--- config.mk ---
export PLATFORM = sky130hd
export DESIGN_NAME = svd_ctrl
export DESIGN_NICKNAME = d
export VERILOG_FILES = /design/src/design/svd_pkg.sv /design/src/design/svd_ctrl.sv
export VERILOG_INCLUDE_DIRS = /design/src /design/src/design
export SDC_FILE = /design/constraint.sdc
export NUM_CORES = 1
export LEC_CHECK = 0
export ABC_AREA = 0
export BUFFER_PORTS_ARGS = -buffer_cell sky130_fd_sc_hd__buf_2
export CORE_ASPECT_RATIO = 1.4
export CORE_MARGIN = 2
export CORE_UTILIZATION = 35
export CTS_BUF_LIST = sky130_fd_sc_hd__clkbuf_4 sky130_fd_sc_hd__clkbuf_8 sky130_fd_sc_hd__clkbuf_16
export CTS_CLUSTER_SIZE = 12
export DETAILED_ROUTE_END_ITERATION = 10
export HOLD_SLACK_MARGIN = 0.15
export PLACE_DENSITY_LB_ADDON = 0.3
export SLEW_MARGIN = 5
export SYNTH_ARGS = -nofsm -noshare
export SYNTH_HDL_FRONTEND = slang
export SYNTH_SLANG_ARGS = --single-unit
--- constraint.sdc ---
create_clock -name i_clock -period 1.61 [get_ports i_clock]
set_input_delay 0.0805 -clock i_clock [delete_from_list [all_inputs] [get_ports i_clock]]
set_output_delay 0.0805 -clock i_clock [all_outputs]
set_load 0.005 [all_outputs]
--- src/design/svd_defs.svh ---
// constants for the supply voltage detect control block
// What this block does
// [RULE1] two-bit threshold select per channel picks one of three taps; code 11 reserved
// [RULE2] per-channel action bit: 0 raises shared interrupt, 1 raises reset request
// [RULE3] per-channel enable bit turns detection on at 1, off at 0
// [RULE4] reset mode: enabled channel asserts reset request while supply below threshold
// [RULE5] interrupt mode: enabled channel raises shared interrupt when supply falls to threshold
// [RULE6] no hysteresis: interrupt raised on every comparator transition, rising too
// [RULE7] sticky detection flag per channel latches one on below-threshold detection
// [RULE8] writing zero clears sticky flag; writing one has no effect
// [RULE9] clear and new detection in same cycle leaves sticky flag set
// [RULE10] read-only live status bit shows current comparator result
// [RULE11] both registers reset only by reset; first resets to 0x20, second to zero
// [RULE12] bits 7 and 6 of mode register always read zero
// [RULE13] software always writes zero to bits 5 and 4 of mode register
// [RULE14] enabling while already below threshold raises selected request at once
// [RULE15] reset request stays asserted as long as supply stays below threshold
// [RULE16] sticky flag survives recovery and disable; only software zero write clears it
// [RULE17] comparator outputs are synchronised before driving flags, interrupt or reset
`ifndef SVD_DEFS_SVH
`define SVD_DEFS_SVH

// ==================================================
// register indices and byte addresses
`define SVD_IDX_LVL      12'hFC6
`define SVD_IDX_MODE     12'hFC7
`define SVD_IDX_IRQ_STAT 12'hFC8
`define SVD_IDX_IRQ_MASK 12'hFC9
`define SVD_ADDR_LVL      {`SVD_IDX_LVL, 2'h0}
`define SVD_ADDR_MODE     {`SVD_IDX_MODE, 2'h0}
`define SVD_ADDR_IRQ_STAT {`SVD_IDX_IRQ_STAT, 2'h0}
`define SVD_ADDR_IRQ_MASK {`SVD_IDX_IRQ_MASK, 2'h0}

// ==================================================
// level and flags register fields
`define SVD_CH2_STICKY 7
`define SVD_CH2_LIVE   6
`define SVD_CH2_THR_HI 5
`define SVD_CH2_THR_LO 4
`define SVD_CH1_STICKY 3
`define SVD_CH1_LIVE   2
`define SVD_CH1_THR_HI 1
`define SVD_CH1_THR_LO 0

// ==================================================
// mode and enable register fields
`define SVD_SPARE_HI   5
`define SVD_SPARE_LO   4
`define SVD_CH2_ACTION 3
`define SVD_CH2_ON     2
`define SVD_CH1_ACTION 1
`define SVD_CH1_ON     0

// ==================================================
// codes and reset values
`define SVD_THR_TAP0     2'h0
`define SVD_THR_TAP1     2'h1
`define SVD_THR_TAP2     2'h2
`define SVD_CH2_THR_RST  2'h2
`define SVD_CH1_THR_RST  2'h0
`define SVD_ACTION_IRQ   1'h0
`define SVD_ACTION_RESET 1'h1
`define SVD_TAPS         3

`endif

--- src/design/svd_pkg.sv ---
// types of the supply voltage detect control block
package svd_pkg;

  // ==================================================
  // whole state of the controller
  typedef struct packed {
    logic [5:0]      sync1;
    logic [5:0]      sync2;
    logic [5:0]      sync3;
    logic [5:0]      filt;
    logic [1:0]      below;
    logic [1:0]      sticky;
    logic [1:0][1:0] thr;
    logic [1:0]      action;
    logic [1:0]      det_on;
    logic [1:0]      spare;
    logic [1:0]      irq_stat;
    logic [1:0]      irq_mask;
    logic [1:0]      rst_req;
    logic            ack;
    logic [7:0]      rdata;
  } svd_state_t;

endpackage

--- src/design/svd_ctrl.sv ---
// supply voltage detect control and flag logic with avalon-mm slave
//
// Implementation choice: the Avalon-MM interface to the registers.
`timescale 1ns/1ps
`include "svd_defs.svh"

module svd_ctrl (
  input  wire logic        i_clock,
  input  wire logic        i_rst,
  input  wire logic [13:0] i_avs_address,
  input  wire logic        i_avs_read,
  input  wire logic        i_avs_write,
  input  wire logic [31:0] i_avs_writedata,
  input  wire logic [3:0]  i_avs_byteenable,
  output logic      [31:0] o_avs_readdata,
  output logic             o_avs_waitrequest,
  input  wire logic [2:0]  i_ch1_below_tap,
  input  wire logic [2:0]  i_ch2_below_tap,
  output logic             o_ch1_reset_req,
  output logic             o_ch2_reset_req,
  output logic             o_vdet_reset_req,
  output logic             o_low_supply_irq
);

  // ==================================================
  // state
  svd_pkg::svd_state_t s;
  svd_pkg::svd_state_t next_s;

  logic       req;
  logic       wr_go;
  logic [7:0] wd;
  logic       wr_lvl;
  logic       wr_mode;
  logic       wr_stat;
  logic       wr_mask;
  logic [1:0] clr_sticky;
  logic [1:0] clr_stat;
  logic [1:0] cur;
  logic [1:0] ev;
  logic [2:0] tap;
  logic [7:0] rd_mux;

  assign req = i_avs_read | i_avs_write;

  // ==================================================
  // register read image
  always_comb begin
    rd_mux = 8'h00;
    unique case (i_avs_address)
      `SVD_ADDR_LVL: begin
        rd_mux[`SVD_CH2_STICKY] = s.sticky[1];
        rd_mux[`SVD_CH2_LIVE] = s.below[1]; // RULE10
        rd_mux[`SVD_CH2_THR_HI:`SVD_CH2_THR_LO] = s.thr[1];
        rd_mux[`SVD_CH1_STICKY] = s.sticky[0];
        rd_mux[`SVD_CH1_LIVE] = s.below[0]; // RULE10
        rd_mux[`SVD_CH1_THR_HI:`SVD_CH1_THR_LO] = s.thr[0];
      end
      `SVD_ADDR_MODE: begin
        // top two bits left at zero
        rd_mux[`SVD_SPARE_HI:`SVD_SPARE_LO] = s.spare; // RULE12
        rd_mux[`SVD_CH2_ACTION] = s.action[1];
        rd_mux[`SVD_CH2_ON] = s.det_on[1];
        rd_mux[`SVD_CH1_ACTION] = s.action[0];
        rd_mux[`SVD_CH1_ON] = s.det_on[0];
      end
      `SVD_ADDR_IRQ_STAT: begin
        rd_mux[1:0] = s.irq_stat;
      end
      `SVD_ADDR_IRQ_MASK: begin
        rd_mux[1:0] = s.irq_mask;
      end
      default: begin
        // unmapped words read as zero
        rd_mux = 8'h00;
      end
    endcase
  end

  // ==================================================
  // next state
  always_comb begin
    next_s = s;
    tap = 3'h0;
    cur = 2'h0;
    ev = 2'h0;

    // write lands at the edge where waitrequest is low
    wr_go = i_avs_write & s.ack & i_avs_byteenable[0];
    wd = i_avs_writedata[7:0];
    wr_lvl = wr_go & (i_avs_address == `SVD_ADDR_LVL);
    wr_mode = wr_go & (i_avs_address == `SVD_ADDR_MODE);
    wr_stat = wr_go & (i_avs_address == `SVD_ADDR_IRQ_STAT);
    wr_mask = wr_go & (i_avs_address == `SVD_ADDR_IRQ_MASK);

    // a zero written to a sticky bit clears it, a one does nothing
    clr_sticky[1] = wr_lvl & ~wd[`SVD_CH2_STICKY]; // RULE8
    clr_sticky[0] = wr_lvl & ~wd[`SVD_CH1_STICKY]; // RULE8
    clr_stat = {2{wr_stat}} & wd[1:0];

    // three stages; a tap only changes once stages two and three agree
    next_s.sync1 = {i_ch2_below_tap, i_ch1_below_tap}; // RULE17
    next_s.sync2 = s.sync1; // RULE17
    next_s.sync3 = s.sync2; // RULE17
    for (int k = 0; k < $bits(s.filt); k++) begin
      if (s.sync2[k] == s.sync3[k]) begin
        next_s.filt[k] = s.sync3[k]; // RULE17
      end
    end

    for (int ch = 0; ch < 2; ch++) begin
      tap = s.filt[ch*`SVD_TAPS +: `SVD_TAPS];
      // reserved code selects no tap and never detects
      unique case (s.thr[ch])
        `SVD_THR_TAP0: cur[ch] = tap[0]; // RULE1
        `SVD_THR_TAP1: cur[ch] = tap[1]; // RULE1
        `SVD_THR_TAP2: cur[ch] = tap[2]; // RULE1
        default:       cur[ch] = 1'b0; // RULE1
      endcase
      // a disabled channel reports nothing
      cur[ch] = cur[ch] & s.det_on[ch]; // RULE3

      // below image starts at zero when off, so enabling while low fires at once
      // both edges count; disabling while low also fires, hence mask first
      ev[ch] = (s.action[ch] == `SVD_ACTION_IRQ) & (cur[ch] != s.below[ch]); // RULE5 RULE6 RULE14 RULE2

      next_s.rst_req[ch] = (s.action[ch] == `SVD_ACTION_RESET) & cur[ch]; // RULE4 RULE15 RULE14 RULE2

      // set beats clear; nothing but a zero write takes it down
      next_s.sticky[ch] = cur[ch] | (s.sticky[ch] & ~clr_sticky[ch]); // RULE7 RULE9 RULE16
    end
    next_s.below = cur;

    // interrupt status: set wins over write-one-to-clear
    next_s.irq_stat = ev | (s.irq_stat & ~clr_stat);

    if (wr_lvl) begin
      next_s.thr[1] = wd[`SVD_CH2_THR_HI:`SVD_CH2_THR_LO];
      next_s.thr[0] = wd[`SVD_CH1_THR_HI:`SVD_CH1_THR_LO];
    end

    if (wr_mode) begin
      // stored as written; software is expected to keep them zero
      next_s.spare = wd[`SVD_SPARE_HI:`SVD_SPARE_LO]; // RULE13
      next_s.action[1] = wd[`SVD_CH2_ACTION];
      next_s.det_on[1] = wd[`SVD_CH2_ON];
      next_s.action[0] = wd[`SVD_CH1_ACTION];
      next_s.det_on[0] = wd[`SVD_CH1_ON];
    end

    if (wr_mask) begin
      next_s.irq_mask = wd[1:0];
    end

    // one wait cycle per access; read data captured on the first edge
    next_s.ack = req & ~s.ack;
    if (req & ~s.ack) begin
      next_s.rdata = rd_mux;
    end
  end

  // ==================================================
  // registers
  always_ff @(posedge i_clock) begin
    if (i_rst) begin
      s <= '0; // RULE11
      s.thr[1] <= `SVD_CH2_THR_RST; // RULE11
      s.thr[0] <= `SVD_CH1_THR_RST; // RULE11
    end else begin
      s <= next_s;
    end
  end

  // ==================================================
  // outputs
  assign o_avs_waitrequest = req & ~s.ack;
  assign o_avs_readdata = {24'h000000, s.rdata};
  assign o_ch1_reset_req = s.rst_req[0];
  assign o_ch2_reset_req = s.rst_req[1];
  assign o_vdet_reset_req = |s.rst_req;
  assign o_low_supply_irq = |(s.irq_stat & s.irq_mask);

endmodule

Word-level counts from Yosys, hierarchy flattened
Index checks and enable logic that the tools add are counted.
- add/subtract/negate cells: 0
- multipliers: 0
- div/mod/pow operators: 0
- $lt $le $gt $ge: 0
- equal/unequal tests: 16
- shift-type cells: 0
- multiplexer cells: 5
- bitwise gates (word level): 32
- reduce and logical (&&, ||, !) cells: 4
- operators with widths (operator ; count):
    equality test 14 bit (second input constant) ; 4
    AND 1 bit ; 17
    one-hot mux 2 bit (4 select lines) ; 1
    one-hot mux 4 bit (2 select lines) ; 1
    NOT 1 bit ; 7
    AND 2 bit ; 3
    equality test 1 bit ; 6
    one-hot mux 1 bit (3 select lines) ; 2
    equality test 2 x 1 -> 1 bit (second input constant) ; 2
    equality test 2 bit (second input constant) ; 2
    logical NOT 2 bit ; 2
    OR reduction 2 bit ; 2
    bitwise OR 1 bit ; 3
    2-to-1 mux 2 bit ; 1
    != test 1 bit ; 2
    NOT 2 bit ; 1
    bitwise OR 2 bit ; 1
- bits in registers: 53
- latch bits: 0
- bits in writable memories: 0
- ROM bits: 0
- bits of input ports: 60
- output and inout bits: 37
- word-level logic and storage cells: 78
- memories kept: 0

Depth between registers and ports, before layout
- word-level depth: 7
- depth in mapped cells: 6
- gate-level depth less buffers: 6

Least setup slack after synthesis
No wires, ideal clock.
- path type: input to register
- start point: input i_avs_address[1]
- end point: register s[15] in the netlist's numbering
- setup time: 0.128 ns
- data arrival time: 1.280 ns
- required time: 1.482 ns
- slack: 0.203 ns
- cell stages on the path: 5
- path buffers: 0
- cells stage by stage: or2_2 -> nor4_1 -> nand2_1 -> mux2i_1 -> nor2_1
- cells in the longest elaborated chain, start to end: 2
- RTL lines (element ; line ; RTL):
    start: declaration ; svd_ctrl.sv:10 ; input wire logic [13:0] i_avs_address,
    equality test 14 bit ; -- ;
    AND 1 bit ; svd_ctrl.sv:92 ; wr_mode = wr_go & (i_avs_address == `SVD_ADDR_MODE);
    end signal: assignment ; svd_ctrl.sv:170 ; s <= next_s;
    end: declaration ; svd_ctrl.sv:27 ; svd_pkg::svd_state_t s;
No other way between the ends.
A chain may end at the register's enable or synchronous reset.

Final worst setup path
- start point: register s[8] in the netlist's numbering
- end point: output o_avs_waitrequest
- cells in the longest elaborated chain, start to end: 2
- RTL lines (element ; line ; RTL):
    NOT 1 bit ; svd_ctrl.sv:176 ; assign o_avs_waitrequest = req & ~s.ack;
    AND 1 bit ; svd_ctrl.sv:176 ;
    end: declaration ; svd_ctrl.sv:16 ; output logic o_avs_waitrequest,
No other way between the ends.

==> reports/results.ini <==
[yosys]
synth_common_cells = 53 x dfxtp_1, 32 x buf_4, 25 x nor2_1
yosysSeqAreaShare_pct = 48.21
synth-main-ff-cell = dfxtp_1
synth_compound_area_share_pct = 11.26
synth_cells = 236
synth.mux.area_fraction_pct = 6.822
yosys.area_share.simple_pct = 19.73
synth_seq_cells = 53
avgSynthCellArea_um2 = 9.326
synth-edff-count = 0
yosysUniqueCellTypes = 32
synth_top_family_by_area = simple AND/OR/NAND/NOR gates
synth.most_common_cell = dfxtp_1
synth_top_area_share_pct = 48.21
synth_largest_area_cell = dfxtp_1
syn_area_mm2 = 0.002201
synth_fa_ha_area_share_pct = 0
synth-async-reset-ratio_pct = 0
synth-xor-area-share_pct = 0.7959
yosys-top-cells-area = dfxtp_1 48%, buf_4 11%, mux2i_1 6.8%, nor2b_1 5.1%, nor2_1 4.3%
ys_warn_count = 0

[placed_design]
numPortBuffers = 44
hpwl_um = 2914
gp_congestion = 0.7617
place_area_mm2 = 0.002402
dp.cells = 343
post-place-ws_ps = 17.60

[setup_path]
cp_cell_sequence = or2_2, inv_1, buf_4, buf_2
critPathCaptureType = output port
crit_required_ps = 1530
startpoint_type = flop
critical_path.max_stage_delay_ps = 330
worst-path-max-fanout = 11
worstPathArrival_ps = 1370
critPathKind = flop to output port
cp_slowest_cell = or2_2

[sta]
setup_viol = 0
fin_setup_tns_ps = 0
grt_setup_unrepaired = no
holdWs_ps = 151.6
min_period_ps = 1447
setup_slack_ps = 163.1
drv_slew = 0
finalCritPeriodShare_pct = 89.87
fin_worst_skew_ps = 11.14
fmax_ghz = 0.6911
finalHoldViolCount = 0

[clocking]
ctsLongestPathBuffers = 2
clk_latency_ps = 300
postCtsSetupBuffers = 0
cts_max_level = 2
clock_sinks = 53
cts_inserted_buffers = 5
tritoncts = yes
cts.clk_slew.worst_paths_ps = 100
cts_root_buf = clkbuf_8

[final_layout]
nets = 351
area_growth_syn_to_layout_pct = 20.52
post-route-util_pct = 43.00
seqCellArea_mm2 = 0.001061
multi_input_area_um2 = 939.7
final_cell_area_mm2 = 0.002653
antenna_cells = 0
drive_above_1_share_pct = 22.60
stdcell_count = 364
fill_cells = 624

[power_and_ir_drop]
power_mw = 2.449
comb_power_share_pct = 7.3
power_frac_seq_pct = 55.0
p_per_area_mw_per_mm2 = 923.2
switching_share_pct = 21.03
p_leak_nw = 1.181
pwr-share-clk_pct = 37.7
max-vdd-ir-drop_v = 0.0006305
internal_power_mw = 1.934
p_sw_mw = 0.5149

[floorplanning]
ios = 97
fp-row-count = 34
fp.coreArea_mm2 = 0.006168
die_width_um = 71.02
die_h_um = 97.83
start_util_pct = 35.68
die-area_mm2 = 0.006948

[detailed_routing]
postRouteAntennaNets = 0
drt_iter0_drc = 35
drt-total-wl_um = 3880
route.vias.total = 1652
drc_errors = 0
drt_first_pass_iters = 4
avgViaCountPerCell = 4.538
post_drt_wl_per_cell_um = 10.66

[grt]
grt_max_degree = 26
antenna_found_initial = 0
grt-ovfl-total = 0
grt_pass1_wl_um = 6389
grt_usage_pct = 11.31
grt_pass1_vias = 1481

[flow_run]
max_cap_viol_count = 0

[run_status]
outcome = finished, final reports clean

[worst_hold_path]
hold_class = input port to flop

## state kept, by name (all words and copies together), names as in the netlist
name             cells
next_s              12
o_ch1_reset_req      1
o_avs_readdata       8
s                   31
o_ch2_reset_req      1
## worst max-delay path: cells and delay by family, from the launching register on
kind                   cells  cell delay (ps)
flip-flops                 1              320
AND/OR/NAND/NOR            1              330
buffers and inverters      3              420
## worst paths after layout
path	cells past startpoint	to	startpoint	slack, ps
hold reg to reg	1	next_s[38]	next_s[44]	440
hold / removal	4	o_avs_readdata[1]	i_avs_address[6]	150
setup / recovery	4	o_avs_waitrequest	s[8]	160
setup reg to reg	6	s[20]	s[8]	220
## per-layer routing
layer	vias to the layer above	track usage, %	wire, um	part of all wire (%)
met4	0	3.919	61	1.6
met5	-	0	0	0
met1	743	13.51	1698	44
met3	6	3.199	256	6.6
li1	851	-	-	-
met2	52	19.27	1863	48
## cell families after synthesis
kind of cell,count (synthesis)
buf+inv,44
compound gates,39
xor+xnor,2
mux,15
simple gates,82
other cells,1
flops,53
## layout make-up
class | count | area share (%)
clock buffer | 6 | 3.113
multi-input combinational | 162 | 35.42
timing repair buffer | 66 | 16.23
inverter | 3 | 0.4245
sequential | 53 | 40.00
tap | 72 | 3.396
clock inverter | 2 | 1.415
## power groups by stage
stage	clock, mW	sequential, mW	combinational [mW]
finish	0.922	1.35	0.180
global route	0.999	1.35	0.203
CTS	0.949	1.35	0.182
detailed placement	0	1.38	0.158
global placement	0	1.38	0.155
floorplan	0	1.38	0.134
## repair_timing
action                                 in CTS  in global routing
resized for setup                           0                  1
hold buffers                               13                  0
endpoints found under the hold margin      22                  0
setup endpoints to repair                   0                  1
## cells in the final DEF, fill, tap and decap left out, types with 6 or more instances in the layout
cell type / n
nor2b_1: 18
mux2i_1: 15
nand2_1: 16
nor2_1: 25
dfxtp_1: 53
buf_4: 8
a21oi_1: 11
conb_1: 24
clkbuf_8: 6
buf_2: 44
dlygate4sd3_1: 13
o21ai_0: 11
No activity file was read; power rests on OpenSTA's default activity.
